[config.mk]
export PLATFORM = sky130hd
export DESIGN_NAME = lsc_supply_ctrl
export DESIGN_NICKNAME = d
export VERILOG_FILES = /design/src/core/lsc_pkg.sv /design/src/core/lsc_supply_ctrl.sv
export SDC_FILE = /design/constraint.sdc
export NUM_CORES = 1
export LEC_CHECK = 0
export ABC_AREA = 1
export BUFFER_PORTS_ARGS = -buffer_cell sky130_fd_sc_hd__buf_4
export CAP_MARGIN = 20
export CORE_MARGIN = 3
export CORE_UTILIZATION = 49
export CTS_CLUSTER_DIAMETER = 40
export DETAILED_ROUTE_END_ITERATION = 16
export PLACE_DENSITY = 0.77
export SYNTH_ARGS = -nofsm -noshare
export SYNTH_HDL_FRONTEND = slang
export SYNTH_SLANG_ARGS = --single-unit
[constraint.sdc]
create_clock -name CLK -period 1.5 [get_ports CLK]
set_input_delay 0.075 -clock CLK [delete_from_list [all_inputs] [get_ports CLK]]
set_output_delay 0.075 -clock CLK [all_outputs]
set_load 0.01 [all_outputs]
[src/core/lsc_pkg.sv]
// package of constants and types for the supply control block
// Functional notes
// - six written bits steer the main controls
// - read returns flags plus echoed settings
// - enable low holds power, voltage and compensation off; static clamp follows its own bit
// - voltage select picks 13 or 18 V
// - line compensation bit raises selected level
// - flags stay low without any failure
// - pulsed overload: output off, flag set
// - on interval one tenth, cycle repeats
// - clean on interval clears overload flag
// - static clamp: flag follows overload only
// - over-temperature shuts the power output only, sets flag
// - pull-down active only while tone runs
// - tone path on by pin or bit
// - tone gate input keys the carrier
// - start half cycle, stop one cycle later
// - continuous bit keeps tone running while the tone path is on
`default_nettype none
package lsc_pkg;
   // clock and timing
   localparam int unsigned CLK_HZ = 25000000;
   localparam int unsigned T_OFF_MS = 900;
   localparam int unsigned T_ON_MS = 90;
   localparam int unsigned T_OFF_CYC = T_OFF_MS * (CLK_HZ / 1000);
   localparam int unsigned T_ON_CYC = T_ON_MS * (CLK_HZ / 1000);
   localparam int unsigned TONE_HZ = 22000;
   // half tone period, rounded down
   localparam int unsigned TONE_HALF_CYC = CLK_HZ / (2 * TONE_HZ);
   localparam int TMR_W = 25;
   localparam int TONE_W = 10;
   // bus map
   localparam logic [3:0] SYSREG_OFS = 4'h0;
   localparam logic [7:0] SYSREG_RST = 8'h00;
   // written field positions
   localparam int WB_EN = 0;
   localparam int WB_VOLTAGE_SELECT_BIT = 1;
   localparam int WB_LLC = 2;
   localparam int WB_PCL = 3;
   localparam int WB_TTX = 4;
   localparam int WB_TEN = 5;
   // read field positions, bits 7..5 are test bits and read zero
   localparam int RB_EN = 0;
   localparam int RB_VOLTAGE_SELECT_BIT = 1;
   localparam int RB_LLC = 2;
   localparam int RB_OLF = 3;
   localparam int RB_OTF = 4;

   typedef struct packed {
      logic continuous_tone_bit;
      logic tone_path_bit;
      logic pulsed_limit_bit;
      logic line_drop_comp_bit;
      logic voltage_select_bit;
      logic enable_bit;
   } lsc_ctrl_s;

   typedef struct packed {
      logic power_on;
      logic volt_high;
      logic line_comp;
      logic static_clamp;
   } lsc_power_s;

   typedef enum logic [1:0] {
      OL_NORMAL = 2'h0,
      OL_OFF = 2'h1,
      OL_ON = 2'h3
   } lsc_ol_e;

   typedef enum logic [1:0] {
      TG_IDLE = 2'h0,
      TG_START = 2'h1,
      TG_RUN = 2'h3,
      TG_STOP = 2'h2
   } lsc_tone_e;
endpackage
`default_nettype wire

[src/core/lsc_supply_ctrl.sv]
// supply control, protection sequencing and tone gating
//
// Decided for this implementation: the Avalon-MM register port and the register addresses.
`default_nettype none
module lsc_supply_ctrl #(
   parameter int unsigned OFF_CYC = lsc_pkg::T_OFF_CYC,
   parameter int unsigned ON_CYC = lsc_pkg::T_ON_CYC
) (
   input wire logic CLK,
   input wire logic RST,
   input wire logic CE,
   input wire logic [3:0] AVS_ADDRESS,
   input wire logic AVS_READ,
   input wire logic AVS_WRITE,
   input wire logic [31:0] AVS_WRITEDATA,
   input wire logic [3:0] AVS_BYTEENABLE,
   output logic [31:0] AVS_READDATA,
   output logic AVS_WAITREQUEST,
   input wire logic OVERLOAD_DET,
   input wire logic OVER_TEMP_DET,
   input wire logic TONE_GATE_INPUT,
   input wire logic TONE_PATH_ENABLE,
   output lsc_pkg::lsc_power_s POWER,
   output logic TONE_PATH_ON,
   output logic TONE_OUT,
   output logic PULLDOWN_CONTROL_OUT
);
   localparam int NSYNC = 4;
   localparam logic [lsc_pkg::TMR_W-1:0] OFF_LOAD =
      lsc_pkg::TMR_W'(OFF_CYC - 1);
   localparam logic [lsc_pkg::TMR_W-1:0] ON_LOAD =
      lsc_pkg::TMR_W'(ON_CYC - 1);
   localparam logic [lsc_pkg::TONE_W-1:0] HALF_LOAD =
      lsc_pkg::TONE_W'(lsc_pkg::TONE_HALF_CYC - 1);

   logic [NSYNC-1:0] pin_raw;
   logic [NSYNC-1:0] sync1_q;
   logic [NSYNC-1:0] sync2_q;
   logic overload_s;
   logic over_temp_s;
   logic gate_s;
   logic path_pin_s;

   lsc_pkg::lsc_ctrl_s ctrl_q;
   logic ack_q;
   logic req;
   logic hit;
   logic [7:0] sysreg_rd;

   lsc_pkg::lsc_ol_e ol_q;
   logic [lsc_pkg::TMR_W-1:0] tmr_q;
   logic tmr_zero;
   logic seen_q;
   logic olf_q;
   logic otf_q;

   lsc_pkg::lsc_tone_e tg_q;
   logic [lsc_pkg::TONE_W-1:0] half_q;
   logic [1:0] halves_q;
   logic half_tick;
   logic tone_req;
   logic tone_gen;
   logic tone_q;
   logic path_on;

   // pin inputs come from the analog side and, for the tone pins, the host; all are asynchronous to CLK
   assign pin_raw = {TONE_PATH_ENABLE, TONE_GATE_INPUT,
                     OVER_TEMP_DET, OVERLOAD_DET};

   // two-stage synchroniser per pin
   generate
      for (genvar i = 0; i < NSYNC; i++) begin : g_sync
         always_ff @(posedge CLK) begin
            if (RST) begin
               sync1_q[i] <= 1'b0;
               sync2_q[i] <= 1'b0;
            end else if (CE) begin
               sync1_q[i] <= pin_raw[i];
               sync2_q[i] <= sync1_q[i];
            end
         end
      end
   endgenerate

   assign overload_s = sync2_q[0];
   assign over_temp_s = sync2_q[1];
   assign gate_s = sync2_q[2];
   assign path_pin_s = sync2_q[3];

   // ------------------------------------------------------------
   // avalon slave: one wait state on every access
   // ------------------------------------------------------------
   assign req = AVS_READ | AVS_WRITE;
   assign hit = (AVS_ADDRESS == lsc_pkg::SYSREG_OFS);
   assign AVS_WAITREQUEST = req & ~ack_q;

   // ack pulses for one cycle so each request takes exactly two edges
   always_ff @(posedge CLK) begin
      if (RST) begin
         ack_q <= 1'b0;
      end else if (CE) begin
         ack_q <= req & ~ack_q;
      end
   end

   // read image: echoes and flags, test bits forced low
   always_comb begin
      sysreg_rd = 8'h00;
      sysreg_rd[lsc_pkg::RB_EN] = ctrl_q.enable_bit;
      sysreg_rd[lsc_pkg::RB_VOLTAGE_SELECT_BIT] = ctrl_q.voltage_select_bit;
      sysreg_rd[lsc_pkg::RB_LLC] = ctrl_q.line_drop_comp_bit;
      sysreg_rd[lsc_pkg::RB_OLF] = olf_q;
      sysreg_rd[lsc_pkg::RB_OTF] = otf_q;
   end

   // read data registered in the wait cycle, zero for unmapped
   always_ff @(posedge CLK) begin
      if (RST) begin
         AVS_READDATA <= 32'h00000000;
      end else if (CE) begin
         if (AVS_READ & ~ack_q) begin
            AVS_READDATA <= hit ? {24'h000000, sysreg_rd} : 32'h00000000;
         end
      end
   end

   // write lands on the edge that sees waitrequest low
   // test bits 7..6 are dropped, so a stray one cannot upset anything
   always_ff @(posedge CLK) begin
      if (RST) begin
         ctrl_q <= lsc_pkg::lsc_ctrl_s'(lsc_pkg::SYSREG_RST[5:0]);
      end else if (CE) begin
         if (AVS_WRITE & ack_q & hit & AVS_BYTEENABLE[0]) begin
            ctrl_q.enable_bit <= AVS_WRITEDATA[lsc_pkg::WB_EN];
            ctrl_q.voltage_select_bit <= AVS_WRITEDATA[lsc_pkg::WB_VOLTAGE_SELECT_BIT];
            ctrl_q.line_drop_comp_bit <= AVS_WRITEDATA[lsc_pkg::WB_LLC];
            ctrl_q.pulsed_limit_bit <= AVS_WRITEDATA[lsc_pkg::WB_PCL];
            ctrl_q.tone_path_bit <= AVS_WRITEDATA[lsc_pkg::WB_TTX];
            ctrl_q.continuous_tone_bit <= AVS_WRITEDATA[lsc_pkg::WB_TEN];
         end
      end
   end

   // ------------------------------------------------------------
   // over-temperature: comparator carries its own hysteresis
   // ------------------------------------------------------------
   always_ff @(posedge CLK) begin
      if (RST) begin
         otf_q <= 1'b0;
      end else if (CE) begin
         otf_q <= over_temp_s;
      end
   end

   // ------------------------------------------------------------
   // overload protection
   // ------------------------------------------------------------
   assign tmr_zero = (tmr_q == '0);

   // pulsed mode sequencer; static mode or stand-by parks it
   always_ff @(posedge CLK) begin
      if (RST) begin
         ol_q <= lsc_pkg::OL_NORMAL;
      end else if (CE) begin
         if (ctrl_q.pulsed_limit_bit | ~ctrl_q.enable_bit) begin
            ol_q <= lsc_pkg::OL_NORMAL;
         end else begin
            unique case (ol_q)
               lsc_pkg::OL_NORMAL: begin
                  if (overload_s & ~otf_q) begin
                     ol_q <= lsc_pkg::OL_OFF;
                  end
               end
               lsc_pkg::OL_OFF: begin
                  if (tmr_zero) begin
                     ol_q <= lsc_pkg::OL_ON;
                  end
               end
               lsc_pkg::OL_ON: begin
                  if (tmr_zero) begin
                     // any overload in the window restarts the cycle
                     ol_q <= (seen_q | overload_s) ? lsc_pkg::OL_OFF
                                                   : lsc_pkg::OL_NORMAL;
                  end
               end
               default: ol_q <= lsc_pkg::OL_NORMAL;
            endcase
         end
      end
   end

   // interval timer, reloaded on every entry to an interval
   always_ff @(posedge CLK) begin
      if (RST) begin
         tmr_q <= '0;
      end else if (CE) begin
         if (ctrl_q.pulsed_limit_bit | ~ctrl_q.enable_bit) begin
            tmr_q <= '0;
         end else if (ol_q == lsc_pkg::OL_NORMAL) begin
            tmr_q <= OFF_LOAD;
         end else if (tmr_zero) begin
            // off ends into on, on ends into off again if needed
            tmr_q <= (ol_q == lsc_pkg::OL_OFF) ? ON_LOAD : OFF_LOAD;
         end else begin
            tmr_q <= tmr_q - 1'b1;
         end
      end
   end

   // remembers any overload seen during the on window
   always_ff @(posedge CLK) begin
      if (RST) begin
         seen_q <= 1'b0;
      end else if (CE) begin
         if (ol_q != lsc_pkg::OL_ON) begin
            seen_q <= 1'b0;
         end else if (overload_s) begin
            seen_q <= 1'b1;
         end
      end
   end

   // overload flag: sticky through pulsed cycling, live when static
   always_ff @(posedge CLK) begin
      if (RST) begin
         olf_q <= 1'b0;
      end else if (CE) begin
         if (~ctrl_q.enable_bit) begin
            olf_q <= 1'b0;
         end else if (ctrl_q.pulsed_limit_bit) begin
            olf_q <= overload_s;
         end else if (ol_q == lsc_pkg::OL_NORMAL) begin
            olf_q <= overload_s & ~otf_q;
         end else if (ol_q == lsc_pkg::OL_ON && tmr_zero &&
                      !(seen_q | overload_s)) begin
            olf_q <= 1'b0;
         end
      end
   end

   // ------------------------------------------------------------
   // power stage controls
   // ------------------------------------------------------------
   always_ff @(posedge CLK) begin
      if (RST) begin
         POWER <= '0;
      end else if (CE) begin
         POWER.power_on <= ctrl_q.enable_bit & ~otf_q &
                           (ol_q != lsc_pkg::OL_OFF);
         POWER.volt_high <= ctrl_q.enable_bit &
                            ctrl_q.voltage_select_bit;
         POWER.line_comp <= ctrl_q.enable_bit &
                            ctrl_q.line_drop_comp_bit;
         POWER.static_clamp <= ctrl_q.pulsed_limit_bit;
      end
   end

   // ------------------------------------------------------------
   // tone path and keying
   // ------------------------------------------------------------
   // stand-by gates the path even if the pin is left high
   assign path_on = ctrl_q.enable_bit &
                    (path_pin_s | ctrl_q.tone_path_bit);

   // free running half-period divider for the carrier
   always_ff @(posedge CLK) begin
      if (RST) begin
         half_q <= '0;
      end else if (CE) begin
         half_q <= (half_q == '0) ? HALF_LOAD : half_q - 1'b1;
      end
   end

   assign half_tick = (half_q == '0);

   // keying sequencer: half a cycle to start, one cycle to stop
   always_ff @(posedge CLK) begin
      if (RST) begin
         tg_q <= lsc_pkg::TG_IDLE;
      end else if (CE) begin
         if (~path_on) begin
            tg_q <= lsc_pkg::TG_IDLE;
         end else begin
            unique case (tg_q)
               lsc_pkg::TG_IDLE: begin
                  if (gate_s) begin
                     tg_q <= lsc_pkg::TG_START;
                  end
               end
               lsc_pkg::TG_START: begin
                  if (~gate_s) begin
                     tg_q <= lsc_pkg::TG_IDLE;
                  end else if (half_tick) begin
                     tg_q <= lsc_pkg::TG_RUN;
                  end
               end
               lsc_pkg::TG_RUN: begin
                  if (~gate_s) begin
                     tg_q <= lsc_pkg::TG_STOP;
                  end
               end
               lsc_pkg::TG_STOP: begin
                  if (gate_s) begin
                     tg_q <= lsc_pkg::TG_RUN;
                  end else if (half_tick && halves_q == 2'h1) begin
                     tg_q <= lsc_pkg::TG_IDLE;
                  end
               end
            endcase
         end
      end
   end

   // counts half periods of the stop tail
   always_ff @(posedge CLK) begin
      if (RST) begin
         halves_q <= 2'h0;
      end else if (CE) begin
         if (tg_q != lsc_pkg::TG_STOP) begin
            halves_q <= 2'h0;
         end else if (half_tick) begin
            halves_q <= halves_q + 2'h1;
         end
      end
   end

   assign tone_req = (tg_q == lsc_pkg::TG_RUN) |
                     (tg_q == lsc_pkg::TG_STOP) |
                     ctrl_q.continuous_tone_bit;
   assign tone_gen = path_on & tone_req;

   // square carrier, held low while keyed off
   always_ff @(posedge CLK) begin
      if (RST) begin
         tone_q <= 1'b0;
      end else if (CE) begin
         if (~tone_gen) begin
            tone_q <= 1'b0;
         end else if (half_tick) begin
            tone_q <= ~tone_q;
         end
      end
   end

   // pull-down follows tone generation, registered for clean edges
   always_ff @(posedge CLK) begin
      if (RST) begin
         PULLDOWN_CONTROL_OUT <= 1'b0;
         TONE_PATH_ON <= 1'b0;
      end else if (CE) begin
         PULLDOWN_CONTROL_OUT <= tone_gen;
         TONE_PATH_ON <= path_on;
      end
   end

   assign TONE_OUT = tone_q;
endmodule
`default_nettype wire

==> flow_metrics.env <==
export IMPL_outcome="finished with violations"
export IMPL_violations="negative setup slack"
export IMPL_drt_pass1_iter_count=5
export IMPL_grtUsageTotal=0.2259
export IMPL_worstPathCellList="inv_2 > ha_4 > buf_4 > inv_2 > nor2_1 > buf_4 > buf_4 > nand4_1 > nand3_1 > nand2_1 > nand2_1 > a21oi_2"
export IMPL_core_mm2=0.007807
export IMPL_hold_violations=0
export IMPL_grt_max_degree=27
export IMPL_fmax_mhz=649.1
export IMPL_min_period_ps=1541
export IMPL_period_share=1.027
export IMPL_critPathRequiredTime_ps=1740
export IMPL_portBuffers=32
export IMPL_sw_frac_of_total=0.3219
export IMPL_grt_pass1_vias=3709
export IMPL_end_kind="register"
export IMPL_yosysTopAreaCellShare=0.3582
export IMPL_grt_pass1_wl_mm=16.46
export IMPL_fin_total_pwr_mw=5.161
export IMPL_critical_path_slowest_cell="dfxtp_2"
export IMPL_antennaDiodeCount=0
export IMPL_gp_congestion=0.8811
export IMPL_r2r_slack_ps=-40
export IMPL_place_area_mm2=0.004571
export IMPL_hold_path_class="input pin to register"
export IMPL_ys_types=41
export IMPL_synth_seq_area_share=0.3582
export IMPL_syn_area_per_cell_um2=6.900
export IMPL_drive_above_1_share=0.3012
export IMPL_regArea_mm2=0.001434
export IMPL_path_common_cell="buf_4"
export IMPL_switchingPower_mw=1.661
export IMPL_vdd_drop_max_mv=0.5533
export IMPL_areaGrowthSynthToFinish_pct=30.31
export IMPL_rows=32
export IMPL_num_io_pins=89
export IMPL_power_share_clock=0.330
export IMPL_layout_nets=727
export IMPL_instances_no_fill=776
export IMPL_cp_arrival_ps=1780
export IMPL_dp_cells=745
export IMPL_dp_hpwl_mm=7.087
export IMPL_antenna_found_initial=0
export IMPL_n_fill_cell=625
export IMPL_fin_area_mm2=0.005170
export IMPL_synthesis_area_mm2=0.003968
export IMPL_synth_edf_count=0
export IMPL_overflow=0
export IMPL_htreeDepth=3
export IMPL_skew_ps=7.373
export IMPL_clk_latency_ps=350
export IMPL_tns_ps=-117.5
export IMPL_synth_cells=575
export IMPL_internal_power_mw=3.500
export IMPL_crit_start="tmr_q[0]"
export IMPL_cts_tree="done"
export IMPL_fp_dieW_um=95.99
export IMPL_synthFlopType="dfxtp_1"
export IMPL_p_leak_nw=2.328
export IMPL_drcViolationCount=0
export IMPL_wl_per_cell_um=13.47
export IMPL_cap_violations=0
export IMPL_async_reset_ff_frac=0
export IMPL_comb_power_share=0.259
export IMPL_cp_start_kind="register"
export IMPL_utilization=0.6622
export IMPL_cts_root_buffer="clkbuf_8"
export IMPL_yosys_area_top_type="dfxtp_1"
export IMPL_drt_iter0_markers=204
export IMPL_totalWireLength_mm=10.45
export IMPL_via_count=4026
export IMPL_multi_input_area_mm2=0.002416
export IMPL_die_h_um=95.99
export IMPL_dieArea_mm2=0.009213
export IMPL_power_density_mw_per_mm2=998.3
export IMPL_final_setup_worst_slack_ps=-40.56
export IMPL_crit_type="register to register"
export IMPL_cts_buffers=9
export IMPL_setup_viol=7
export IMPL_grt_setup_unrepaired="true"
export IMPL_crit_fanout=6
export IMPL_seq_power_share=0.411
export IMPL_min_from="AVS_WRITEDATA[0]"
export IMPL_maxSlewViolCount=0
export IMPL_r2r_start="tmr_q[0]"
export IMPL_max_stage_delay_ps=330
export IMPL_ys_warnings_count=0
export IMPL_viasPerCell=5.188
export IMPL_start_util=0.5082
export IMPL_clockBufferDepth=2
export IMPL_ant_nets=0
export IMPL_synth_area_leaders="dfxtp_1 (36%), nand2_1 (11%), nor2_1 (8.7%), buf_4 (5.3%), inv_1 (5.1%)"
export IMPL_cts_sinks=71
export IMPL_synth_seq_cells=71
export IMPL_clkSlewWorstSetupHoldPaths_ps=80
per-layer routing:
metal / up-vias / part of all wire / global-route usage
li1: 1999 / - / -
met1: 1868 / 0.40 / 0.2707
met2: 134 / 0.51 / 0.3933
met3: 25 / 0.062 / 0.04691
met4: 0 / 0.020 / 0.08768
met5: - / 0 / 0
per-stage QoR:
| stage | setup WS [ps] | hold WS, ps |
|---|---|---|
| final | -40.56 | 10.62 |
| after global routing | -109.1 | 12.75 |
| after CTS | -4.945 | 0.7791 |
| after detailed placement | -64.45 | 305.8 |
| after global placement | -38.23 | 296.9 |
| after floorplan | 28.70 | 209.9 |
worst max-delay path, delay by kind of cell, from the launching register on:
family / cells / cell delay, ps
buffers and inverters: 5 / 520
and+or+nand+nor: 5 / 390
DFF: 1 / 330
adders and majority gates: 1 / 150
AOI/OAI and AO/OA: 1 / 50
state kept, by name, summed over array words and instances, names as in the netlist:
name,cells
POWER,4
over_temp_s,1
TONE_PATH_ON,1
halves_q,2
ack_q,1
PULLDOWN_CONTROL_OUT,1
overload_s,1
otf_q,1
AVS_READDATA,5
seen_q,1
tg_q,2
half_q,10
ctrl_q,6
sync1_q,4
TONE_OUT,1
tmr_q,25
ol_q,2
olf_q,1
path_pin_s,1
gate_s,1
power by group through the flow:
stage	combinational (mW)	clock (mW)	sequential, mW
6_report	1.34	1.70	2.12
5_1_grt	1.48	1.79	2.14
4_1_cts	1.18	1.70	2.10
3_5_place_dp	1.10	0	2.15
3_3_place_gp	1.07	0	2.14
2_1_floorplan	0.825	0	2.13
placed cells by master (no fill, tap or decap), drive strengths merged, types with 2 or more instances in the layout:
cell type | netlist | routed
inv | 55 | 56
nand4 | 15 | 15
buf | 33 | 91
o21ai | 37 | 37
nor4 | 2 | 2
nand3 | 31 | 31
ha | 9 | 9
a211oi | 3 | 3
clkbuf | 11 | 11
bufinv | 0 | 2
a31oi | 3 | 3
a21oi | 41 | 41
nor3 | 9 | 9
nor2 | 104 | 104
conb | 1 | 27
dfxtp | 71 | 71
xnor2 | 6 | 6
xor2 | 8 | 8
nand2 | 123 | 124
o21a | 2 | 2
dlygate4sd3 | 0 | 9
a22oi | 5 | 5
logic make-up (layout without fill, tap and decap cells):
family	after synthesis	count (layout)	share of synthesized area
flops	71	71	0.3582
xor+xnor	14	14	0.03091
fa+ha+maj	9	9	0.02838
simple gates	287	288	0.3210
compound gates	94	94	0.1378
other cells	1	27	0.0009452
buf+inv	99	171	0.1227
cells in the mapped netlist (2+ instances only):
cell type	count
dfxtp_1	71
o21ai_0	33
a21oi_2	7
o21ai_1	3
nor3_1	7
buf_4	28
nand2_2	4
nand2_4	2
a22oi_1	5
xor2_1	8
ha_1	9
nand4_1	15
nor2_1	92
o21a_1	2
a31oi_1	3
clkbuf_1	10
nand3_1	31
nand2_1	117
inv_1	54
nor3_2	2
nor2_2	9
xnor2_1	6
a21oi_1	34
nor2_4	2
a211oi_1	3
buf_1	3
layout make-up:
type	count	area share
sequential	71	0.2773
clock buffer	11	0.02541
multi-input combinational	432	0.4673
clock inverter	5	0.01573
tap	102	0.02469
inverter	55	0.03993
timing repair buffer	100	0.1496
worst paths after layout:
path	endpoint	cells after the start
max	tmr_q[18]	12
min	ctrl_q[0]	3
max reg2reg	tmr_q[18]	12
min reg2reg	PULLDOWN_CONTROL_OUT	2
repair_timing:
action                     in CTS  in global routing
hold endpoints to repair        9                  0
gates resized for setup        18                 65
hold buffers                    9                  0
setup endpoints to repair      20                 37
gates cloned                    1                  0
pin swaps                       4                 28
buffers inserted                0                  5
Power figures use the tool's default switching activity.
